$ cat config.mk
export PLATFORM = sky130hd
export DESIGN_NAME = flash_power_resume_control
export DESIGN_NICKNAME = d
export VERILOG_FILES = /design/src/rtl/flash_pr_pkg.sv /design/src/rtl/pin_sync.sv /design/src/rtl/delay_timer.sv /design/src/rtl/flash_power_resume_control.sv
export SDC_FILE = /design/constraint.sdc
export NUM_CORES = 1
export LEC_CHECK = 0
export BUFFER_PORTS_ARGS = -buffer_cell sky130_fd_sc_hd__buf_2
export CORE_MARGIN = 2
export CORE_UTILIZATION = 65
export DETAILED_ROUTE_END_ITERATION = 16
export GPL_TIMING_DRIVEN = 0
export MAX_ROUTING_LAYER = met4
export PLACE_DENSITY_LB_ADDON = 0.08
export SKIP_LAST_GASP = 1
export SLEW_MARGIN = 10
export SYNTH_ARGS = -nofsm -noshare
export SYNTH_HDL_FRONTEND = slang
export SYNTH_SLANG_ARGS = --single-unit
$ cat constraint.sdc
create_clock -name CLK -period 4.44 [get_ports CLK]
set_input_delay 0.222 -clock CLK [delete_from_list [all_inputs] [get_ports CLK]]
set_output_delay 0.222 -clock CLK [all_outputs]
set_load 0.1 [all_outputs]
$ cat src/rtl/flash_pr_pkg.sv
// Purpose: constants for the flash power and resume control block
// Assumes: 100 MHz system clock, SPI mode 0 on the serial pins
// Notes: delays that have no printed figure are parameters with plain defaults
package flash_pr_pkg;
   localparam int CLK_PERIOD_NS = 10;
   localparam logic [7:0] CMD_RESUME = 8'h7A;
   localparam logic [7:0] CMD_SUSPEND = 8'h75;
   localparam logic [7:0] CMD_POWER_DOWN = 8'hB9;
   localparam logic [7:0] CMD_WAKE_ID = 8'hAB;
   localparam logic [7:0] CMD_PARAM_READ = 8'h5A;
   localparam logic [7:0] CMD_RESET_ENABLE = 8'h66;
   localparam logic [7:0] CMD_RESET = 8'h99;
   localparam logic [7:0] STATUS_RESET = 8'h00;
   localparam logic [7:0] ARRAY_ERASED = 8'hFF;
   localparam int WIP_BIT = 0;
   localparam int SUS_BIT = 7;
   localparam int RESUME_WIP_NS = 200;
   localparam int RESUME_WIP_CYC = (RESUME_WIP_NS / CLK_PERIOD_NS) > 0 ?
      RESUME_WIP_NS / CLK_PERIOD_NS : 1;
   localparam int ID_DUMMY_BYTES = 3;
   localparam int CNT_W = 24;
endpackage : flash_pr_pkg

$ cat src/rtl/pin_sync.sv
// Purpose: two-stage synchroniser for one pin level
// Assumes: input is asynchronous to clk
// Notes: first stage feeds only the second
`timescale 1ns/1ps
module pin_sync (
   input wire logic clk,      // System clock
   input wire logic resetn,   // Async reset, active low
   input wire logic init_val, // Unused; reset level is always low
   input wire logic pin_in,   // Asynchronous level
   output logic pin_out       // Synchronised level
);
   logic meta_reg;
   always_ff @(posedge clk or negedge resetn) begin
      if (!resetn) begin
         meta_reg <= 1'b0;
         pin_out <= 1'b0;
      end else begin
         meta_reg <= pin_in;
         pin_out <= meta_reg;
      end
   end
   // init_val unused: constant reset keeps async reset clean
endmodule : pin_sync

$ cat src/rtl/delay_timer.sv
// Purpose: loadable down-counter with a done pulse
// Assumes: load value is at least one
// Notes: a new load restarts the count
`timescale 1ns/1ps
module delay_timer
   import flash_pr_pkg::*;
(
   input wire logic clk,                // System clock
   input wire logic resetn,             // Async reset, active low
   input wire logic load,               // Start the count
   input wire logic [CNT_W-1:0] length, // Cycles to wait
   output logic busy,                   // Count running
   output logic done                    // One-cycle end pulse
);
   logic [CNT_W-1:0] count_reg;
   always_ff @(posedge clk or negedge resetn) begin
      if (!resetn) begin
         count_reg <= '0;
         busy <= 1'b0;
         done <= 1'b0;
      end else begin
         done <= 1'b0;
         if (load) begin
            count_reg <= length;
            busy <= 1'b1;
         end else if (busy) begin
            if (count_reg <= CNT_W'(1)) begin
               busy <= 1'b0;
               done <= 1'b1;
            end
            count_reg <= count_reg - CNT_W'(1);
         end
      end
   end
endmodule : delay_timer

$ cat src/rtl/flash_power_resume_control.sv
// Purpose: command control for resume, deep power-down and identify
// Assumes: host drives SPI mode 0; serial clock sampled by CLK
// Notes: program and erase cycle lengths are parameters
// Summary of operation
// - Resume only when suspended and idle
// - Resume clears suspend, sets busy quickly
// - Suspend sets flag, clears busy later
// - Power-down entered only by its command
// - Asleep: only wake and reset obeyed
// - Deselected and idle means standby
// - Power-down needs select rise at bit eight
// - Power-down takes effect after entry delay
// - Power-down refused while cycle runs
// - Power-up always lands in standby
// - Wake alone waits first wake delay
// - Identify: code, three dummies, MSB first
// - Identifier repeats until select rises
// - Wake with identify waits second delay
// - Wake ignored while write in progress
// - Parameter-table read command is supported
// - Delivered: array erased, status all zero
`timescale 1ns/1ps
module flash_power_resume_control
   import flash_pr_pkg::*;
#(
   parameter int POWER_DOWN_ENTRY_CYC = 300,
   parameter int FIRST_WAKE_CYC = 300,
   parameter int SECOND_WAKE_CYC = 180,
   parameter int SUSPEND_LATENCY_CYC = 2000,
   parameter int PROGRAM_CYC = 5000,
   parameter int RESET_CYC = 3000,
   parameter logic [7:0] DEVICE_ID = 8'h5C  // Arbitrary value
)(
   input wire logic CLK,          // System clock
   input wire logic RESETN,       // Power-on reset, active low
   input wire logic CS_N,         // Chip select, active low
   input wire logic SCLK,         // Serial clock from host
   input wire logic SI,           // Serial data in
   input wire logic START_CYCLE,  // Begin a program or erase
   output logic SO,               // Serial data out
   output logic SO_OE_N,          // Output enable, low drives
   output logic [7:0] STATUS,     // Status register image
   output logic DEEP_POWER_DOWN,  // Low-current mode active
   output logic STANDBY,          // Deselected and idle
   output logic PARAM_READ_START  // Table read begins, pulse
);
   typedef enum logic [2:0] {
      PW_ACTIVE = 3'b000,
      PW_ENTERING = 3'b001,
      PW_ASLEEP = 3'b010,
      PW_WAKING = 3'b011,
      PW_RESETTING = 3'b100
   } power_e;

   logic sel_s, sclk_s, si_s;
   logic sclk_d_reg;
   logic [7:0] shift_reg;
   logic [5:0] bit_cnt_reg;
   logic [7:0] opcode_reg;
   logic [7:0] id_shift_reg;
   logic cs_d_reg;
   logic wip_reg, sus_reg, reset_armed_reg;
   logic [CNT_W-1:0] work_left_reg;
   logic [CNT_W-1:0] timer_len;
   logic timer_load, timer_busy, timer_done;
   power_e power_reg;
   logic sus_pending_reg, resume_pending_reg;
   logic [CNT_W-1:0] wip_wait_reg;

   pin_sync u_sync_cs (.clk(CLK), .resetn(RESETN), .init_val(1'b0), .pin_in(~CS_N),
      .pin_out(sel_s));
   pin_sync u_sync_sclk (.clk(CLK), .resetn(RESETN), .init_val(1'b0), .pin_in(SCLK),
      .pin_out(sclk_s));
   pin_sync u_sync_si (.clk(CLK), .resetn(RESETN), .init_val(1'b0), .pin_in(SI),
      .pin_out(si_s));

   wire sclk_rise = sclk_s & ~sclk_d_reg;
   wire sclk_fall = ~sclk_s & sclk_d_reg;
   // Select synced high-true: sync reset means deselected, no false frame
   wire cs_n_s = ~sel_s;
   wire cs_rise = cs_n_s & ~cs_d_reg;
   wire selected = ~cs_n_s;
   // Byte count only: command byte alone, select rising after exactly eight bits
   wire frame_is_cmd_only = (bit_cnt_reg == 6'd8);
   wire sleeping = (power_reg == PW_ASLEEP) || (power_reg == PW_ENTERING);

   function automatic logic cmd_is(input logic [7:0] op, input logic [7:0] code);
      return op == code;
   endfunction : cmd_is

   // Bit and byte capture on host rising edges
   always_ff @(posedge CLK or negedge RESETN) begin
      if (!RESETN) begin
         sclk_d_reg <= 1'b0;
         cs_d_reg <= 1'b1;
         shift_reg <= 8'h00;
         bit_cnt_reg <= 6'd0;
         opcode_reg <= 8'h00;
      end else begin
         sclk_d_reg <= sclk_s;
         cs_d_reg <= cs_n_s;
         if (!selected) begin
            bit_cnt_reg <= 6'd0;
         end else if (sclk_rise) begin
            shift_reg <= {shift_reg[6:0], si_s};
            if (bit_cnt_reg != 6'd63) begin
               bit_cnt_reg <= bit_cnt_reg + 6'd1;
            end
            if (bit_cnt_reg == 6'd7) begin
               opcode_reg <= {shift_reg[6:0], si_s};
            end
         end
      end
   end

   always_ff @(posedge CLK or negedge RESETN) begin
      if (!RESETN) begin
         id_shift_reg <= 8'h00;
         SO <= 1'b0;
         SO_OE_N <= 1'b1;
      end else begin
         if (!selected) begin
            SO_OE_N <= 1'b1;
         end else if (sclk_fall && cmd_is(opcode_reg, CMD_WAKE_ID) && !wip_reg
                      && power_reg == PW_ACTIVE
                      && bit_cnt_reg >= 6'(8 * (ID_DUMMY_BYTES + 1))) begin
            if (bit_cnt_reg[2:0] == 3'd0) begin
               SO <= DEVICE_ID[7];
               id_shift_reg <= {DEVICE_ID[6:0], DEVICE_ID[7]};
            end else begin
               SO <= id_shift_reg[7];
               id_shift_reg <= {id_shift_reg[6:0], id_shift_reg[7]};
            end
            SO_OE_N <= 1'b0;
         end
      end
   end

   // Timer length for each power transition
   always_comb begin
      timer_load = 1'b0;
      timer_len = CNT_W'(1);
      if (cs_rise && frame_is_cmd_only && !wip_reg) begin
         if (cmd_is(opcode_reg, CMD_POWER_DOWN) && power_reg == PW_ACTIVE) begin
            timer_load = 1'b1;
            timer_len = CNT_W'(POWER_DOWN_ENTRY_CYC);
         end else if (cmd_is(opcode_reg, CMD_WAKE_ID) && sleeping) begin
            timer_load = 1'b1;
            timer_len = CNT_W'(FIRST_WAKE_CYC);
         end else if (cmd_is(opcode_reg, CMD_RESET) && reset_armed_reg) begin
            timer_load = 1'b1;
            timer_len = CNT_W'(RESET_CYC);
         end
      end else if (cs_rise && !wip_reg && sleeping && cmd_is(opcode_reg, CMD_WAKE_ID)
                   && bit_cnt_reg > 6'd8) begin
         timer_load = 1'b1;
         timer_len = CNT_W'(SECOND_WAKE_CYC);
      end
   end

   delay_timer u_timer (.clk(CLK), .resetn(RESETN), .load(timer_load), .length(timer_len),
      .busy(timer_busy), .done(timer_done));

   always_ff @(posedge CLK or negedge RESETN) begin
      if (!RESETN) begin
         power_reg <= PW_ACTIVE;
         reset_armed_reg <= 1'b0;
      end else begin
         if (cs_rise && frame_is_cmd_only) begin
            reset_armed_reg <= cmd_is(opcode_reg, CMD_RESET_ENABLE);
         end
         if (timer_load) begin
            if (cmd_is(opcode_reg, CMD_POWER_DOWN)) begin
               power_reg <= PW_ENTERING;
            end else if (cmd_is(opcode_reg, CMD_WAKE_ID)) begin
               power_reg <= PW_WAKING;
            end else begin
               power_reg <= PW_RESETTING;
            end
         end else if (timer_done) begin
            case (power_reg)
               PW_ENTERING: power_reg <= PW_ASLEEP;
               PW_WAKING: power_reg <= PW_ACTIVE;
               PW_RESETTING: power_reg <= PW_ACTIVE;
               default: power_reg <= power_reg;
            endcase
         end
      end
   end

   // Program/erase cycle, suspend and resume
   always_ff @(posedge CLK or negedge RESETN) begin
      if (!RESETN) begin
         wip_reg <= STATUS_RESET[WIP_BIT];
         sus_reg <= STATUS_RESET[SUS_BIT];
         work_left_reg <= '0;
         sus_pending_reg <= 1'b0;
         resume_pending_reg <= 1'b0;
         wip_wait_reg <= '0;
      end else begin
         if (power_reg == PW_RESETTING) begin
            wip_reg <= 1'b0;
            sus_reg <= 1'b0;
            sus_pending_reg <= 1'b0;
            resume_pending_reg <= 1'b0;
         end else if (cs_rise && frame_is_cmd_only && power_reg == PW_ACTIVE
                      && cmd_is(opcode_reg, CMD_SUSPEND) && wip_reg && !sus_reg) begin
            sus_reg <= 1'b1;
            sus_pending_reg <= 1'b1;
            wip_wait_reg <= CNT_W'(SUSPEND_LATENCY_CYC);
         end else if (cs_rise && frame_is_cmd_only && power_reg == PW_ACTIVE
                      && cmd_is(opcode_reg, CMD_RESUME) && sus_reg && !wip_reg
                      && !sus_pending_reg) begin
            sus_reg <= 1'b0;
            resume_pending_reg <= 1'b1;
            wip_wait_reg <= CNT_W'(RESUME_WIP_CYC);
         end else if (sus_pending_reg) begin
            if (wip_wait_reg <= CNT_W'(1)) begin
               wip_reg <= 1'b0;
               sus_pending_reg <= 1'b0;
            end
            wip_wait_reg <= wip_wait_reg - CNT_W'(1);
         end else if (resume_pending_reg) begin
            if (wip_wait_reg <= CNT_W'(1)) begin
               wip_reg <= 1'b1;
               resume_pending_reg <= 1'b0;
            end
            wip_wait_reg <= wip_wait_reg - CNT_W'(1);
         end else if (wip_reg && !sus_reg) begin
            if (work_left_reg <= CNT_W'(1)) begin
               wip_reg <= 1'b0;
            end
            work_left_reg <= work_left_reg - CNT_W'(1);
         end else if (START_CYCLE && !wip_reg && !sus_reg && power_reg == PW_ACTIVE) begin
            wip_reg <= 1'b1;
            work_left_reg <= CNT_W'(PROGRAM_CYC);
         end
      end
   end

   // Outputs from flip-flops
   always_ff @(posedge CLK or negedge RESETN) begin
      if (!RESETN) begin
         STATUS <= STATUS_RESET;
         DEEP_POWER_DOWN <= 1'b0;
         STANDBY <= 1'b1;
         PARAM_READ_START <= 1'b0;
      end else begin
         STATUS <= {sus_reg, 6'b000000, wip_reg};
         DEEP_POWER_DOWN <= (power_reg == PW_ASLEEP);
         STANDBY <= !selected && !wip_reg && power_reg == PW_ACTIVE && !timer_busy;
         PARAM_READ_START <= selected && sclk_rise && bit_cnt_reg == 6'd7
            && {shift_reg[6:0], si_s} == CMD_PARAM_READ && power_reg == PW_ACTIVE;
      end
   end
endmodule : flash_power_resume_control

# --- Yosys cells after proc, flatten, opt, wreduce, memory -nomap -nowiden ---
# Index checks and enable logic that the tools add are counted.
totals:
  word_cells: 191
  out_inout_bits: 13
  input_bits: 6
  register_bits: 126
classes:
  addsub: 4
  reduce_logical: 57
  muxes: 59
  n_bitwise: 13
  magnitude_cmp: 5
  eq_ne: 24
ops:
  columns: ["operator", "n"]
  rows:
  - ["$mux 24", 9]
  - ["$le 24x1->1 const B", 3]
  - ["$sub 24x1->24 const B", 3]
  - ["$mux 1", 37]
  - ["$mux 12", 3]
  - ["$eq 8x7->1 const B", 4]
  - ["$logic_and 1x1->1", 32]
  - ["$eq 8x8->1 const B", 3]
  - ["$mux 6", 3]
  - ["$mux 8", 2]
  - ["$mux 3", 4]
  - ["$reduce_and 2->1", 6]
  - ["$reduce_and 6->1", 2]
  - ["$ne 2x2->1 const B", 5]
  - ["$not 1->1", 10]
  - ["$ne 3x1->1 const B", 3]
  - ["$add 6x1->6 const B", 1]
  - ["$eq 3x2->1 const B", 2]
  - ["$eq 6x3->1 const B", 1]
  - ["$eq 6x4->1 const B", 1]
  - ["$ge 6x6->1 const B", 1]
  - ["$gt 6x4->1 const B", 1]
  - ["$logic_not 3->1", 2]
  - ["$ne 6x6->1 const B", 1]
  - ["14 further kinds", 23]

# --- Longest topological paths before layout ---
# Gate-level depths: netlist of run 1.
logic_depth:
  depth_word: 11
  ltp_mapped: 9
  depth_no_buf: 8

# --- Modules after synthesis ---
# Synthesis of run 1 repeated with hierarchy kept, for this count alone.
hier_totals:
  cells_unflattened: 650
  hier_area_um2: 6466.2
by_module_without_submodules:
  columns: ["mod", "area_each_um2", "seq_area_each_um2", "cells_per_inst", "instances"]
  rows:
  - ["flash_power_resume_control", 4827.1, 2331.0, 479, 1]
  - ["delay_timer", 1488.9, 650.6, 165, 1]
  - ["pin_sync", 50.0, 50.0, 2, 3]

# --- Worst setup path before layout of run 1 ---
# Ideal clock, no wire load.
synth_path:
  path_type: "flip-flop to flip-flop"
  from: "register power_reg[0]"
  to: "register wip_wait_reg[2]"
  t_arrival_ps: 2063
  n_path_buf: 3
  setup_time_ps: 121
  stages_incl_launch_ff: 9
  setup_slack_ps: 2256
  period_less_slack_ps: 2184
  cell_sequence: "dfrtp_1 -> buf_6 -> or4b_4 -> or4b_1 -> buf_2 -> o211ai_2 -> buf_6 -> o21ai_1 -> o2bb2ai_1"
synth_via:
  elab_chain_cells: 8
synth_lines:
  columns: ["element", "line_no", "source"]
  rows:
  - ["start: declaration", "flash_power_resume_control.sv:66", "power_e power_reg;"]
  - ["start signal: assignment", "flash_power_resume_control.sv:185", "default: power_reg <= power_reg;"]
  - ["$logic_not 3->1", "flash_power_resume_control.sv:206, flash_power_resume_control.sv:211", null]
  - ["$logic_and 1x1->1", "flash_power_resume_control.sv:206, flash_power_resume_control.sv:211", null]
  - ["$logic_and 1x1->1 (3 in series)", "flash_power_resume_control.sv:212", "&& cmd_is(opcode_reg, CMD_RESUME) && sus_reg && !wip_reg"]
  - ["$logic_and 1x1->1", "flash_power_resume_control.sv:213", "&& !sus_pending_reg) begin"]
  - ["$reduce_bool 4->1 (no line) or $mux 24 (tied branches)", null, null]
  - ["$reduce_and 2->1 (no line) or $mux 24 (tied branches)", null, null]
  - ["end signal: assignment", "flash_power_resume_control.sv:210", "wip_wait_reg <= CNT_W'(SUSPEND_LATENCY_CYC);"]
  - ["end signal: assignment", "flash_power_resume_control.sv:216", "wip_wait_reg <= CNT_W'(RESUME_WIP_CYC);"]
  - ["end signal: assignment", "flash_power_resume_control.sv:222", "wip_wait_reg <= wip_wait_reg - CNT_W'(1);"]
  - ["end: declaration", "flash_power_resume_control.sv:68", "logic [CNT_W-1:0] wip_wait_reg;"]
# Several ways; a longest one is shown, not always the timed one.
# A chain may end at the register's enable or synchronous reset.

# --- Final worst setup path of run 1 ---
layout_path:
  from: "register u_timer.count_reg[0]"
  to: "register u_timer.count_reg[16]"
layout_via:
  elab_chain_cells: 3
layout_lines:
  columns: ["element", "line_no", "source"]
  rows:
  - ["start: declaration", "delay_timer.sv:15", "logic [CNT_W-1:0] count_reg;"]
  - ["start signal: assignment", "delay_timer.sv:24", "count_reg <= length;"]
  - ["start signal: assignment", "delay_timer.sv:31", "count_reg <= count_reg - CNT_W'(1);"]
  - ["$sub 24x1->24", "delay_timer.sv:31", null]
  - ["$mux 24", "delay_timer.sv:26", "end else if (busy) begin"]
  - ["$mux 24", "delay_timer.sv:23", "if (load) begin"]
# No other way between the ends. The select of a mux whose other input is x is not followed.

==> metrics.yaml, run 1 <==
htreeDepth: 4
total_standard_cell_area_after_synthesis_um2: 6400
totalNegativeSetupSlack_ns: 0
dr.pass1.iters: 5
portBuffers: 12
drt_drc_violations_left: 0
critical_path_arrival_ns: 3.03
numClockSinks: 125
maxClockFrequency_mhz: 381
global_route_overflow: 0
crit_path_end_kind: "flip-flop"
synth_sequential_area_ratio_pct: 48.9
maxCapViolCount: 0
postCtsSetupBuffers: 0
status: "finished clean"
area.growth.synth_to_final_pct: 14.0
multi_input_area_um2: 3040
max_clock_skew_ns: 0.00559
totalWireLength_mm: 14.2
ys_seq_elements: 125
vias: 5171
io-pin-count: 19
detailedPlacementHpwl_mm: 9.10
nNetsFinal: 730
insertion_delay_to_the_later_sink_of_the_worst_skew_pair_ns: 0.52
finish.instance_area_um2: 7300
tightestPinTransition_ns: 1.06
ys_warn_count: 0
place.detailed.instances: 826
timing.final.setup_violations: 0
tritoncts: "yes"
timing_max_transition_violations_final: 0
layout-drive-gt1-share_pct: 13.3
start_kind: "flip-flop"
route.detailed.wl_per_inst_um: 16.5
worst-path-max-fanout: 5
post_synth.cell_area_avg_um2: 9.48
shortest_clock_period_the_worst_path_allows_after_layout_ns: 2.62
min-delay-path-class: "input port to asynchronous set/reset pin"
dominantRegCellSynth: "sky130_fd_sc_hd__dfrtp_1"
cts_buffer_depth: 2
cts_resized: 0
static-leakage-power_nw: 3.36
path_clk_slew_ns: 0.06
nFillCells: 678
detail_route.vias_per_cell: 6.01
finished_layout_cells: 861
grt.total_usage_pct: 30.0
finalCritPeriodShare_pct: 59.1
grt_first_pass_wirelength_mm: 23.8
diodes: 0
grt_antenna_before_repair: 0
core_um2: 9680
timing.final.hold_violations: 0
yosys.cell_types.count: 70
placedInstanceArea_um2: 6680
synthCells: 675
power-per-cell-area_nw_per_um2: 430
first_drt_iteration_drcs: 287
p_total_w: 0.00314
grt_pass1_vias: 5072
grt_max_degree: 78
synth_edf_count: 0
cts_inserted_buffers: 17
vdd_ir_drop_max_mv: 0.345
seqCellArea_um2: 3130
postRouteAntennaNets: 0
initial_utilization_pct: 66.1
setup.worst_path.class: "flip-flop to flip-flop"
asyncSetResetFlopFracSynth_pct: 100
worst_ep_required_time_ns: 4.85
core_rows: 36
grt_setup_unrepaired: "false"
timing.max_slew.rel_slack_pct: 28.5
cts_root_buffer: "sky130_fd_sc_hd__clkbuf_8"
gp_routability_congestion: 0.879
die_area_um2: 10700
die_height_um: 103
die_width_um: 103
hold_buffers: 4
[worst max-delay path, stage by stage, from the launching register on]
cell	delay [ns]
sky130_fd_sc_hd__dfrtp_1	0.44
sky130_fd_sc_hd__inv_1	0.09
sky130_fd_sc_hd__ha_1	0.18
sky130_fd_sc_hd__nor3b_1	0.48
sky130_fd_sc_hd__nand4_1	0.28
sky130_fd_sc_hd__nor4_1	0.62
sky130_fd_sc_hd__nor2b_1	0.24
sky130_fd_sc_hd__xnor2_1	0.13
sky130_fd_sc_hd__nor2_1	0.05
[cell usage after synthesis, drive strengths merged (6+ instances only)]
cell      n  share of area [%]
a21oi    23                1.9
buf      19                2.1
clkbuf   13               0.76
dfrtp   122                 48
ha        8                1.6
inv      17                1.0
mux2     14                2.5
nand2    57                3.4
nand2b   10               0.98
nand3    17                1.4
nand4    13                1.4
nor2     93                5.5
nor3     45                3.6
nor4     19                2.1
o211ai    7               0.90
o21a      6               0.70
o21ai    52                4.1
o22a      6               0.82
o31ai     9                1.1
o41ai     6               0.82
or3      11                1.1
xnor2    16                2.2
xor2     19                2.6
[per-stage QoR]
stage | hold slack, ns | util [%] | setup WS, ns
finish | 0.220 | 75.3 | 1.82
detailed placement | 0.187 | 69.0 | 1.90
floorplan | -0.0736 | - | 2.26
CTS | 0.201 | 75.3 | 1.82
global placement | 0.333 | 68.6 | 1.61
global route | 0.265 | 75.3 | 1.49
[placed cells by master (no fill, tap or decap), types with 10 or more instances in the layout]
cell / n
sky130_fd_sc_hd__mux2_2: 14
sky130_fd_sc_hd__dfrtp_1: 122
sky130_fd_sc_hd__a21oi_1: 22
sky130_fd_sc_hd__nor2_1: 92
sky130_fd_sc_hd__or3_1: 11
sky130_fd_sc_hd__clkbuf_16: 16
sky130_fd_sc_hd__xnor2_1: 16
sky130_fd_sc_hd__xor2_1: 19
sky130_fd_sc_hd__o21ai_0: 46
sky130_fd_sc_hd__nand2b_1: 10
sky130_fd_sc_hd__nand2_1: 55
sky130_fd_sc_hd__nand3_1: 16
sky130_fd_sc_hd__clkbuf_1: 15
sky130_fd_sc_hd__nor4_1: 17
sky130_fd_sc_hd__inv_1: 17
sky130_fd_sc_hd__buf_2: 20
sky130_fd_sc_hd__nor3_1: 44
sky130_fd_sc_hd__nand4_1: 12
[metal layers]
layer	vias to the layer above	track usage (%)	wire [µm]	part of all wire [%]
li1	2484	-	-	-
met1	2539	38.4	6160	43
met2	128	46.9	7250	51
met3	20	6.38	627	4.4
met4	0	12.1	179	1.3
met5	-	-	0	0
[final cells by class]
class	instances	area share [%]
plain buffers	32	2.52
inverters	18	0.926
flip-flops and latches	125	42.9
multi-input cells	505	41.6
clock inverters	7	1.17
clock buffers	24	6.72
repair buffers	17	1.84
well taps	133	2.28
[report_power, final]
group	total, W	leakage [nW]	internal [W]	switching (W)
Combinational	0.000492	1.39	0.000165	0.000326
Clock	0.00134	0.290	0.000865	0.000474
Sequential	0.00131	1.68	0.00122	0.0000888
Total	0.00314	3.36	0.00225	0.000890
[path summary, 6_finish.rpt]
path / startpoint / to / slack [ns] / depth (start not counted)
min: RESETN / u_timer.count_reg[1] / 0.22 / 2
max in group asynchronous: RESETN / wip_wait_reg[13] / 3.48 / 3
max reg2reg: u_timer.count_reg[0] / u_timer.count_reg[16] / 1.82 / 8
max: u_timer.count_reg[0] / u_timer.count_reg[16] / 1.82 / 8
min reg2reg: u_sync_si.meta_reg / u_sync_si.pin_out / 0.36 / 0
min in group CLK: START_CYCLE / wip_reg / 0.33 / 6
[cell families after synthesis]
group	after synthesis	synth area share (%)
muxes	15	2.62
adders and majority gates	8	1.56
and+or+nand+nor	307	24.8
DFF	125	48.9
buffers and inverters	50	3.93
AOI/OAI and AO/OA	134	13.3
other	1	0.0586
xor gates and xnor gates	35	4.79
Note: power is estimated with default switching activity, not from simulation.
==> inputs of run 2 (changes only) <==
--- a/config.mk
+++ b/config.mk
@@ -5,9 +5,10 @@
 export SDC_FILE = /design/constraint.sdc
 export NUM_CORES = 1
 export LEC_CHECK = 0
+export ABC_AREA = 1
 export BUFFER_PORTS_ARGS = -buffer_cell sky130_fd_sc_hd__buf_2
 export CORE_MARGIN = 2
-export CORE_UTILIZATION = 65
+export CORE_UTILIZATION = 63
 export DETAILED_ROUTE_END_ITERATION = 16
 export GPL_TIMING_DRIVEN = 0
 export MAX_ROUTING_LAYER = met4
==> constraint.sdc (replaced) <==
create_clock -name CLK -period 2.7 [get_ports CLK]
set_input_delay 0.135 -clock CLK [delete_from_list [all_inputs] [get_ports CLK]]
set_output_delay 0.135 -clock CLK [all_outputs]
set_load 0.1 [all_outputs]
==> run 2 against run 1 <==
Design area increased by 11%. Critical endpoint is now u_timer.count_reg[18]. Register-to-register slack got worse by 1.1 ns. Sequential cell count did not move. Largest power group unchanged. Via count is 22% higher. Clock power rose by 74%. Routed wire length is 9.4% higher. Critical path depth rose by 1. Clock skew up 0.0015 ns. Core utilization decreased by 1.6 points.
==> metrics.yaml, run 2 <==
initial_utilization_pct: 65.2
vias: 6329
drt_drc_violations_left: 0
synth.top_cells.by_count: "250 x sky130_fd_sc_hd__nand2_1, 184 x sky130_fd_sc_hd__nor2_1, 122 x sky130_fd_sc_hd__dfrtp_1"
placedInstanceArea_um2: 7420
grt_pass1_vias: 6025
shortest_clock_period_the_worst_path_allows_after_layout_ns: 1.99
place.detailed.instances: 1128
numClockSinks: 125
final_cell_mix: "250 x sky130_fd_sc_hd__nand2_1, 184 x sky130_fd_sc_hd__nor2_1, 122 x sky130_fd_sc_hd__dfrtp_1"
setup_ws_ns: 0.713
nFillCells: 868
layout-drive-gt1-share_pct: 10.9
grt.total_usage_pct: 27.8
maxCapViolCount: 0
ys_top_cells_by_area: "sky130_fd_sc_hd__dfrtp_1 43%, sky130_fd_sc_hd__nand2_1 13%, sky130_fd_sc_hd__nor2_1 9.7%"
finish.instance_area_um2: 8070
core_rows: 38
vdd_ir_drop_max_mv: 0.644
die_area_um2: 12200
synth_top_area_share_pct: 42.8
timing.final.setup_violations: 0
first_drt_iteration_drcs: 512
cts_root_buffer: "sky130_fd_sc_hd__clkbuf_16"
power-per-cell-area_nw_per_um2: 673
insertion_delay_to_the_later_sink_of_the_worst_skew_pair_ns: 0.42
maxClockFrequency_mhz: 503
path_clk_slew_ns: 0.06
min-delay-path-class: "input port to asynchronous set/reset pin"
finished_layout_cells: 1164
route.detailed.wl_per_inst_um: 13.4
crit_path_end_kind: "flip-flop"
timing.final.hold_violations: 0
grt_setup_unrepaired: "false"
area.growth.synth_to_final_pct: 13.1
global_route_overflow: 0
asyncSetResetFlopFracSynth_pct: 100
ys_warn_count: 0
finalCritPeriodShare_pct: 73.6
htreeDepth: 4
yosys.cell_types.count: 42
portBuffers: 12
setup.reg_to_reg.worst_slack_ns: 0.71
status: "finished clean"
detail_route.vias_per_cell: 5.44
worst-path-max-fanout: 5
timing_max_transition_violations_final: 0
final_common_cell: "sky130_fd_sc_hd__nand2_1"
cts_inserted_buffers: 17
synth_most_common_cell: "sky130_fd_sc_hd__nand2_1"
postRouteAntennaNets: 0
die_height_um: 110
tightestPinTransition_ns: 0.590
grt_max_degree: 84
post_synth.cell_area_avg_um2: 7.35
timing.max_slew.rel_slack_pct: 60.6
p_total_w: 0.00543
die_width_um: 110
core_um2: 10900
start_kind: "flip-flop"
grt_first_pass_wirelength_mm: 27.3
gp_routability_congestion: 0.923
totalWireLength_mm: 15.6
diodes: 0
nNetsFinal: 1025
io-pin-count: 19
dominantRegCellSynth: "sky130_fd_sc_hd__dfrtp_1"
worst_ep_required_time_ns: 3.00
synth_top_area_cell: "sky130_fd_sc_hd__dfrtp_1"
detailedPlacementHpwl_mm: 10.6
max_clock_skew_ns: 0.00704
cts_buffer_depth: 2
dr.pass1.iters: 5
synth_sequential_area_ratio_pct: 43.9
critical_path_arrival_ns: 2.29
tritoncts: "yes"
setup.worst_path.class: "flip-flop to flip-flop"
dp_worst_setup_slack_ns: 0.745
synth_edf_count: 0
static-leakage-power_nw: 4.21
synthCells: 970
whs_ns: 0.199
total_standard_cell_area_after_synthesis_um2: 7130
grt_antenna_before_repair: 0
ys_seq_elements: 125
## run 2: cell types whose count changed after synthesis, sizes merged, moves of 12 or more
cell   delta
nand4    +13
inv      +91
mux2     -13
nor2    +103
nor4     -15
nand3    +43
nor3     -32
nand2   +208
xor2     +12
## run 2: kinds of logic (layout without fill, tap and decap cells)
group                    count (synthesis)  count (layout)  share of synthesized area, %
buffers and inverters                  125             174                          7.26
AO/OA/AOI/OAI                           96              96                          7.59
adder cells (fa/ha/maj)                  8               8                          1.40
XOR/XNOR                                40              40                          4.91
AND/OR/NAND/NOR                        572             572                          34.4
multiplexers                             3               3                         0.438
flip-flops                             125             125                          43.9
other                                    1               6                        0.0526
## run 2: path summary, 6_finish.rpt
check	from	to	depth (start not counted)
setup / recovery	u_timer.count_reg[0]	u_timer.count_reg[18]	9
hold / removal	RESETN	id_shift_reg[0]	2
setup reg to reg	u_timer.count_reg[0]	u_timer.count_reg[18]	9
hold reg to reg	u_sync_si.meta_reg	u_sync_si.pin_out	0
max in group asynchronous	RESETN	u_timer.count_reg[9]	3
min in group CLK	START_CYCLE	wip_reg	7
## run 2: critical path: stages, from the launching register on
cell                      delay (ns)
sky130_fd_sc_hd__dfrtp_1        0.40
sky130_fd_sc_hd__inv_1          0.12
sky130_fd_sc_hd__ha_1           0.21
sky130_fd_sc_hd__nand2_1        0.15
sky130_fd_sc_hd__nor2_1         0.21
sky130_fd_sc_hd__nand2_1        0.12
sky130_fd_sc_hd__nor2_1         0.31
sky130_fd_sc_hd__nand2_1        0.12
sky130_fd_sc_hd__xor2_1         0.16
sky130_fd_sc_hd__nor2_1         0.06
## run 2: cell type report
class | instances | area (µm²) | area share [%]
well taps | 140 | 175 | 2.17
plain buffers | 17 | 113 | 1.40
clock buffers | 19 | 443 | 5.49
inverters | 108 | 405 | 5.02
clock inverters | 13 | 163 | 2.02
repair buffers | 17 | 134 | 1.66
flip-flops and latches | 125 | 3130 | 38.8
multi-input cells | 725 | 3500 | 43.4
## run 2: power by group
part	total, W	switching [W]	internal (W)
logic	0.000964	0.000687	0.000277
clock network	0.00233	0.000854	0.00148
registers	0.00213	0.000129	0.00201
## run 2: repair_timing
item / CTS / global route
hold buffers: 4 / 0
endpoints found under the hold margin: 45 / 0
resized for setup: 0 / 0
setup buffers: 0 / 0
## run 2: per-layer routing
| layer | share of wire, % | wire (µm) | track usage (%) |
|---|---|---|---|
| met2 | 47 | 7360 | 43.0 |
| met5 | 0 | 0 | - |
| met1 | 45 | 7080 | 36.3 |
| met4 | 1.5 | 239 | 9.33 |
| met3 | 5.6 | 873 | 7.08 |
## run 2: stage by stage
step	setup TNS (ns)	util, %
6_report	0	73.8
5_1_grt	0	73.8
4_1_cts	0	73.8
3_5_place_dp	0	67.9
3_3_place_gp	-9.86	67.6
2_1_floorplan	0	-
==> inputs of run 3 (changes only) <==
==> constraint.sdc (replaced) <==
create_clock -name CLK -period 1.94 [get_ports CLK]
set_input_delay 0.097 -clock CLK [delete_from_list [all_inputs] [get_ports CLK]]
set_output_delay 0.097 -clock CLK [all_outputs]
set_load 0.1 [all_outputs]
==> run 3 against run 2 <==
Critical path type unchanged. Sequential power increased by 39%. Largest cell class unchanged. Critical endpoint is now work_left_reg[22]. Sequential share of layout area fell by 1.0 points. Total power up 41%.
==> metrics.yaml, run 3 (synthesized netlist as in run 2, its figures left out) <==
length_of_routed_met3_wiring_um: 749
critical_path_arrival_ns: 2.22
dp_worst_setup_slack_ns: -0.0149
route.detailed.wl_per_inst_um: 13.6
maxCapViolCount: 0
cp-startpoint: "bit_cnt_reg[4]"
detailedPlacementHpwl_mm: 10.6
grt_setup_unrepaired: "true"
finalCritPeriodShare_pct: 96.1
dr.pass1.iters: 5
reg2regPathDepth: 9
reg2reg_to: "work_left_reg[22]"
crit_path_end_kind: "flip-flop"
grt_first_pass_wirelength_mm: 27.3
numClockSinks: 125
power-per-cell-area_nw_per_um2: 921
postLayoutCoreUtil_pct: 75.8
worst-path-max-fanout: 10
grt_pass1_vias: 6032
postRouteAntennaNets: 0
cts_buffer_depth: 2
tightestPinTransition_ns: 0.505
nFillCells: 827
core_rows: 38
timing.final.setup_violations: 0
worst_ep_required_time_ns: 2.30
final_cell_mix: "248 x sky130_fd_sc_hd__nand2_1, 174 x sky130_fd_sc_hd__nor2_1, 120 x sky130_fd_sc_hd__dfrtp_1"
top_layer: "met4"
shortest_clock_period_the_worst_path_allows_after_layout_ns: 1.86
global_route_overflow: 0
setup_ws_ns: 0.0763
io-pin-count: 19
path_clk_slew_ns: 0.06
die_height_um: 110
timing.max_slew.rel_slack_pct: 66.3
nNetsFinal: 1039
max_clock_skew_ns: 0.00839
min-delay-path-class: "input port to asynchronous set/reset pin"
grt_antenna_before_repair: 0
worstSetupEndpoint: "work_left_reg[22]"
layout-drive-gt1-share_pct: 13.8
drt_drc_violations_left: 0
seqCellArea_um2: 3130
place.detailed.instances: 1128
maxClockFrequency_mhz: 537
first_drt_iteration_drcs: 517
finished_layout_cells: 1178
cts_root_buffer: "sky130_fd_sc_hd__clkbuf_16"
static-leakage-power_nw: 4.29
totalWireLength_mm: 16.1
vias: 6425
multi_input_area_um2: 3620
met2_wirelength_mm: 7.68
gp_routability_congestion: 0.923
p_total_w: 0.00763
final_common_cell: "sky130_fd_sc_hd__nand2_1"
setup.worst_path.class: "flip-flop to flip-flop"
initial_utilization_pct: 65.2
vdd_ir_drop_max_mv: 0.891
worst_r2r_startpoint: "bit_cnt_reg[4]"
start_kind: "flip-flop"
grt.total_usage_pct: 27.9
status: "finished clean"
die_width_um: 110
die_area_um2: 12200
detail_route.vias_per_cell: 5.45
timing.final.hold_violations: 0
setup.reg_to_reg.worst_slack_ns: 0.08
area.growth.synth_to_final_pct: 16.2
insertion_delay_to_the_later_sink_of_the_worst_skew_pair_ns: 0.42
timing_max_transition_violations_final: 0
cts_inserted_buffers: 17
core_um2: 10900
grt_max_degree: 84
portBuffers: 12
wl_met1_mm: 7.40
htreeDepth: 4
diodes: 0
tritoncts: "yes"
==> run 3: cell types whose count changed in the layout (fill, tap and decap cells not counted), sizes merged <==
cell	change
buf	+11
o21ai	+1
clkbuf	+2
==> run 3: repair_timing <==
action                                  CTS  global route
resized for setup                         2            33
pin swaps                                 1             5
gates cloned                              0             1
hold endpoints to repair                 45             0
buffers inserted                          1            12
endpoints found under the setup margin   13            65
hold buffers                              4             0
==> run 3: how the worst min path moves through the flow <==
| stage | from | end | cells past startpoint |
|---|---|---|---|
| after CTS | RESETN | id_shift_reg[0] | 2 |
| after global placement | SI | u_sync_si.meta_reg | 1 |
| after detailed placement | RESETN | id_shift_reg[0] | 1 |
| after global routing | RESETN | id_shift_reg[0] | 2 |
| final | RESETN | id_shift_reg[0] | 2 |
| after floorplan | RESETN | DEEP_POWER_DOWN | 0 |
==> run 3: metrics by stage <==
step	setup TNS, ns	hold WS [ns]	area (µm²)
global placement	-98.28	0.206	7390
finish	0	0.161	8290
floorplan	0	-0.199	7150
global route	-0.174	0.198	8290
CTS	0	0.160	8080
detailed placement	-0.0711	0.0340	7420
==> run 3: power by group <==
part,switching (W),internal [W]
Combinational,0.000976,0.000438
Sequential,0.000183,0.00279
Clock,0.00119,0.00206
Total,0.00235,0.00529
==> run 3: worst max-delay path, cell delays in order (launching register included) <==
cell                      delay [ns]
sky130_fd_sc_hd__dfrtp_2        0.44
sky130_fd_sc_hd__nor2_4         0.16
sky130_fd_sc_hd__nand3_4        0.12
sky130_fd_sc_hd__nor3_4         0.33
sky130_fd_sc_hd__o21ai_4        0.16
sky130_fd_sc_hd__nand2_2        0.14
sky130_fd_sc_hd__buf_6          0.15
sky130_fd_sc_hd__buf_8          0.16
sky130_fd_sc_hd__nand2_2        0.05
sky130_fd_sc_hd__nand2_1        0.07
==> run 3: final cells by class <==
| type | instances | share of cell area, % |
|---|---|---|
| timing repair buffer | 30 | 2.79 |
| tap | 140 | 2.11 |
| multi-input combinational | 726 | 43.6 |
| sequential | 125 | 37.8 |
| inverter | 108 | 4.92 |
| clock inverter | 13 | 1.96 |
| buffer | 17 | 1.46 |
| clock buffer | 19 | 5.34 |
==> run 3: layer usage <==
metal / global-route usage [%] / up-vias
li1: - / 3192
met5: - / -
met2: 43.0 / 162
met1: 36.3 / 3045
met4: 9.33 / 0
met3: 7.08 / 26
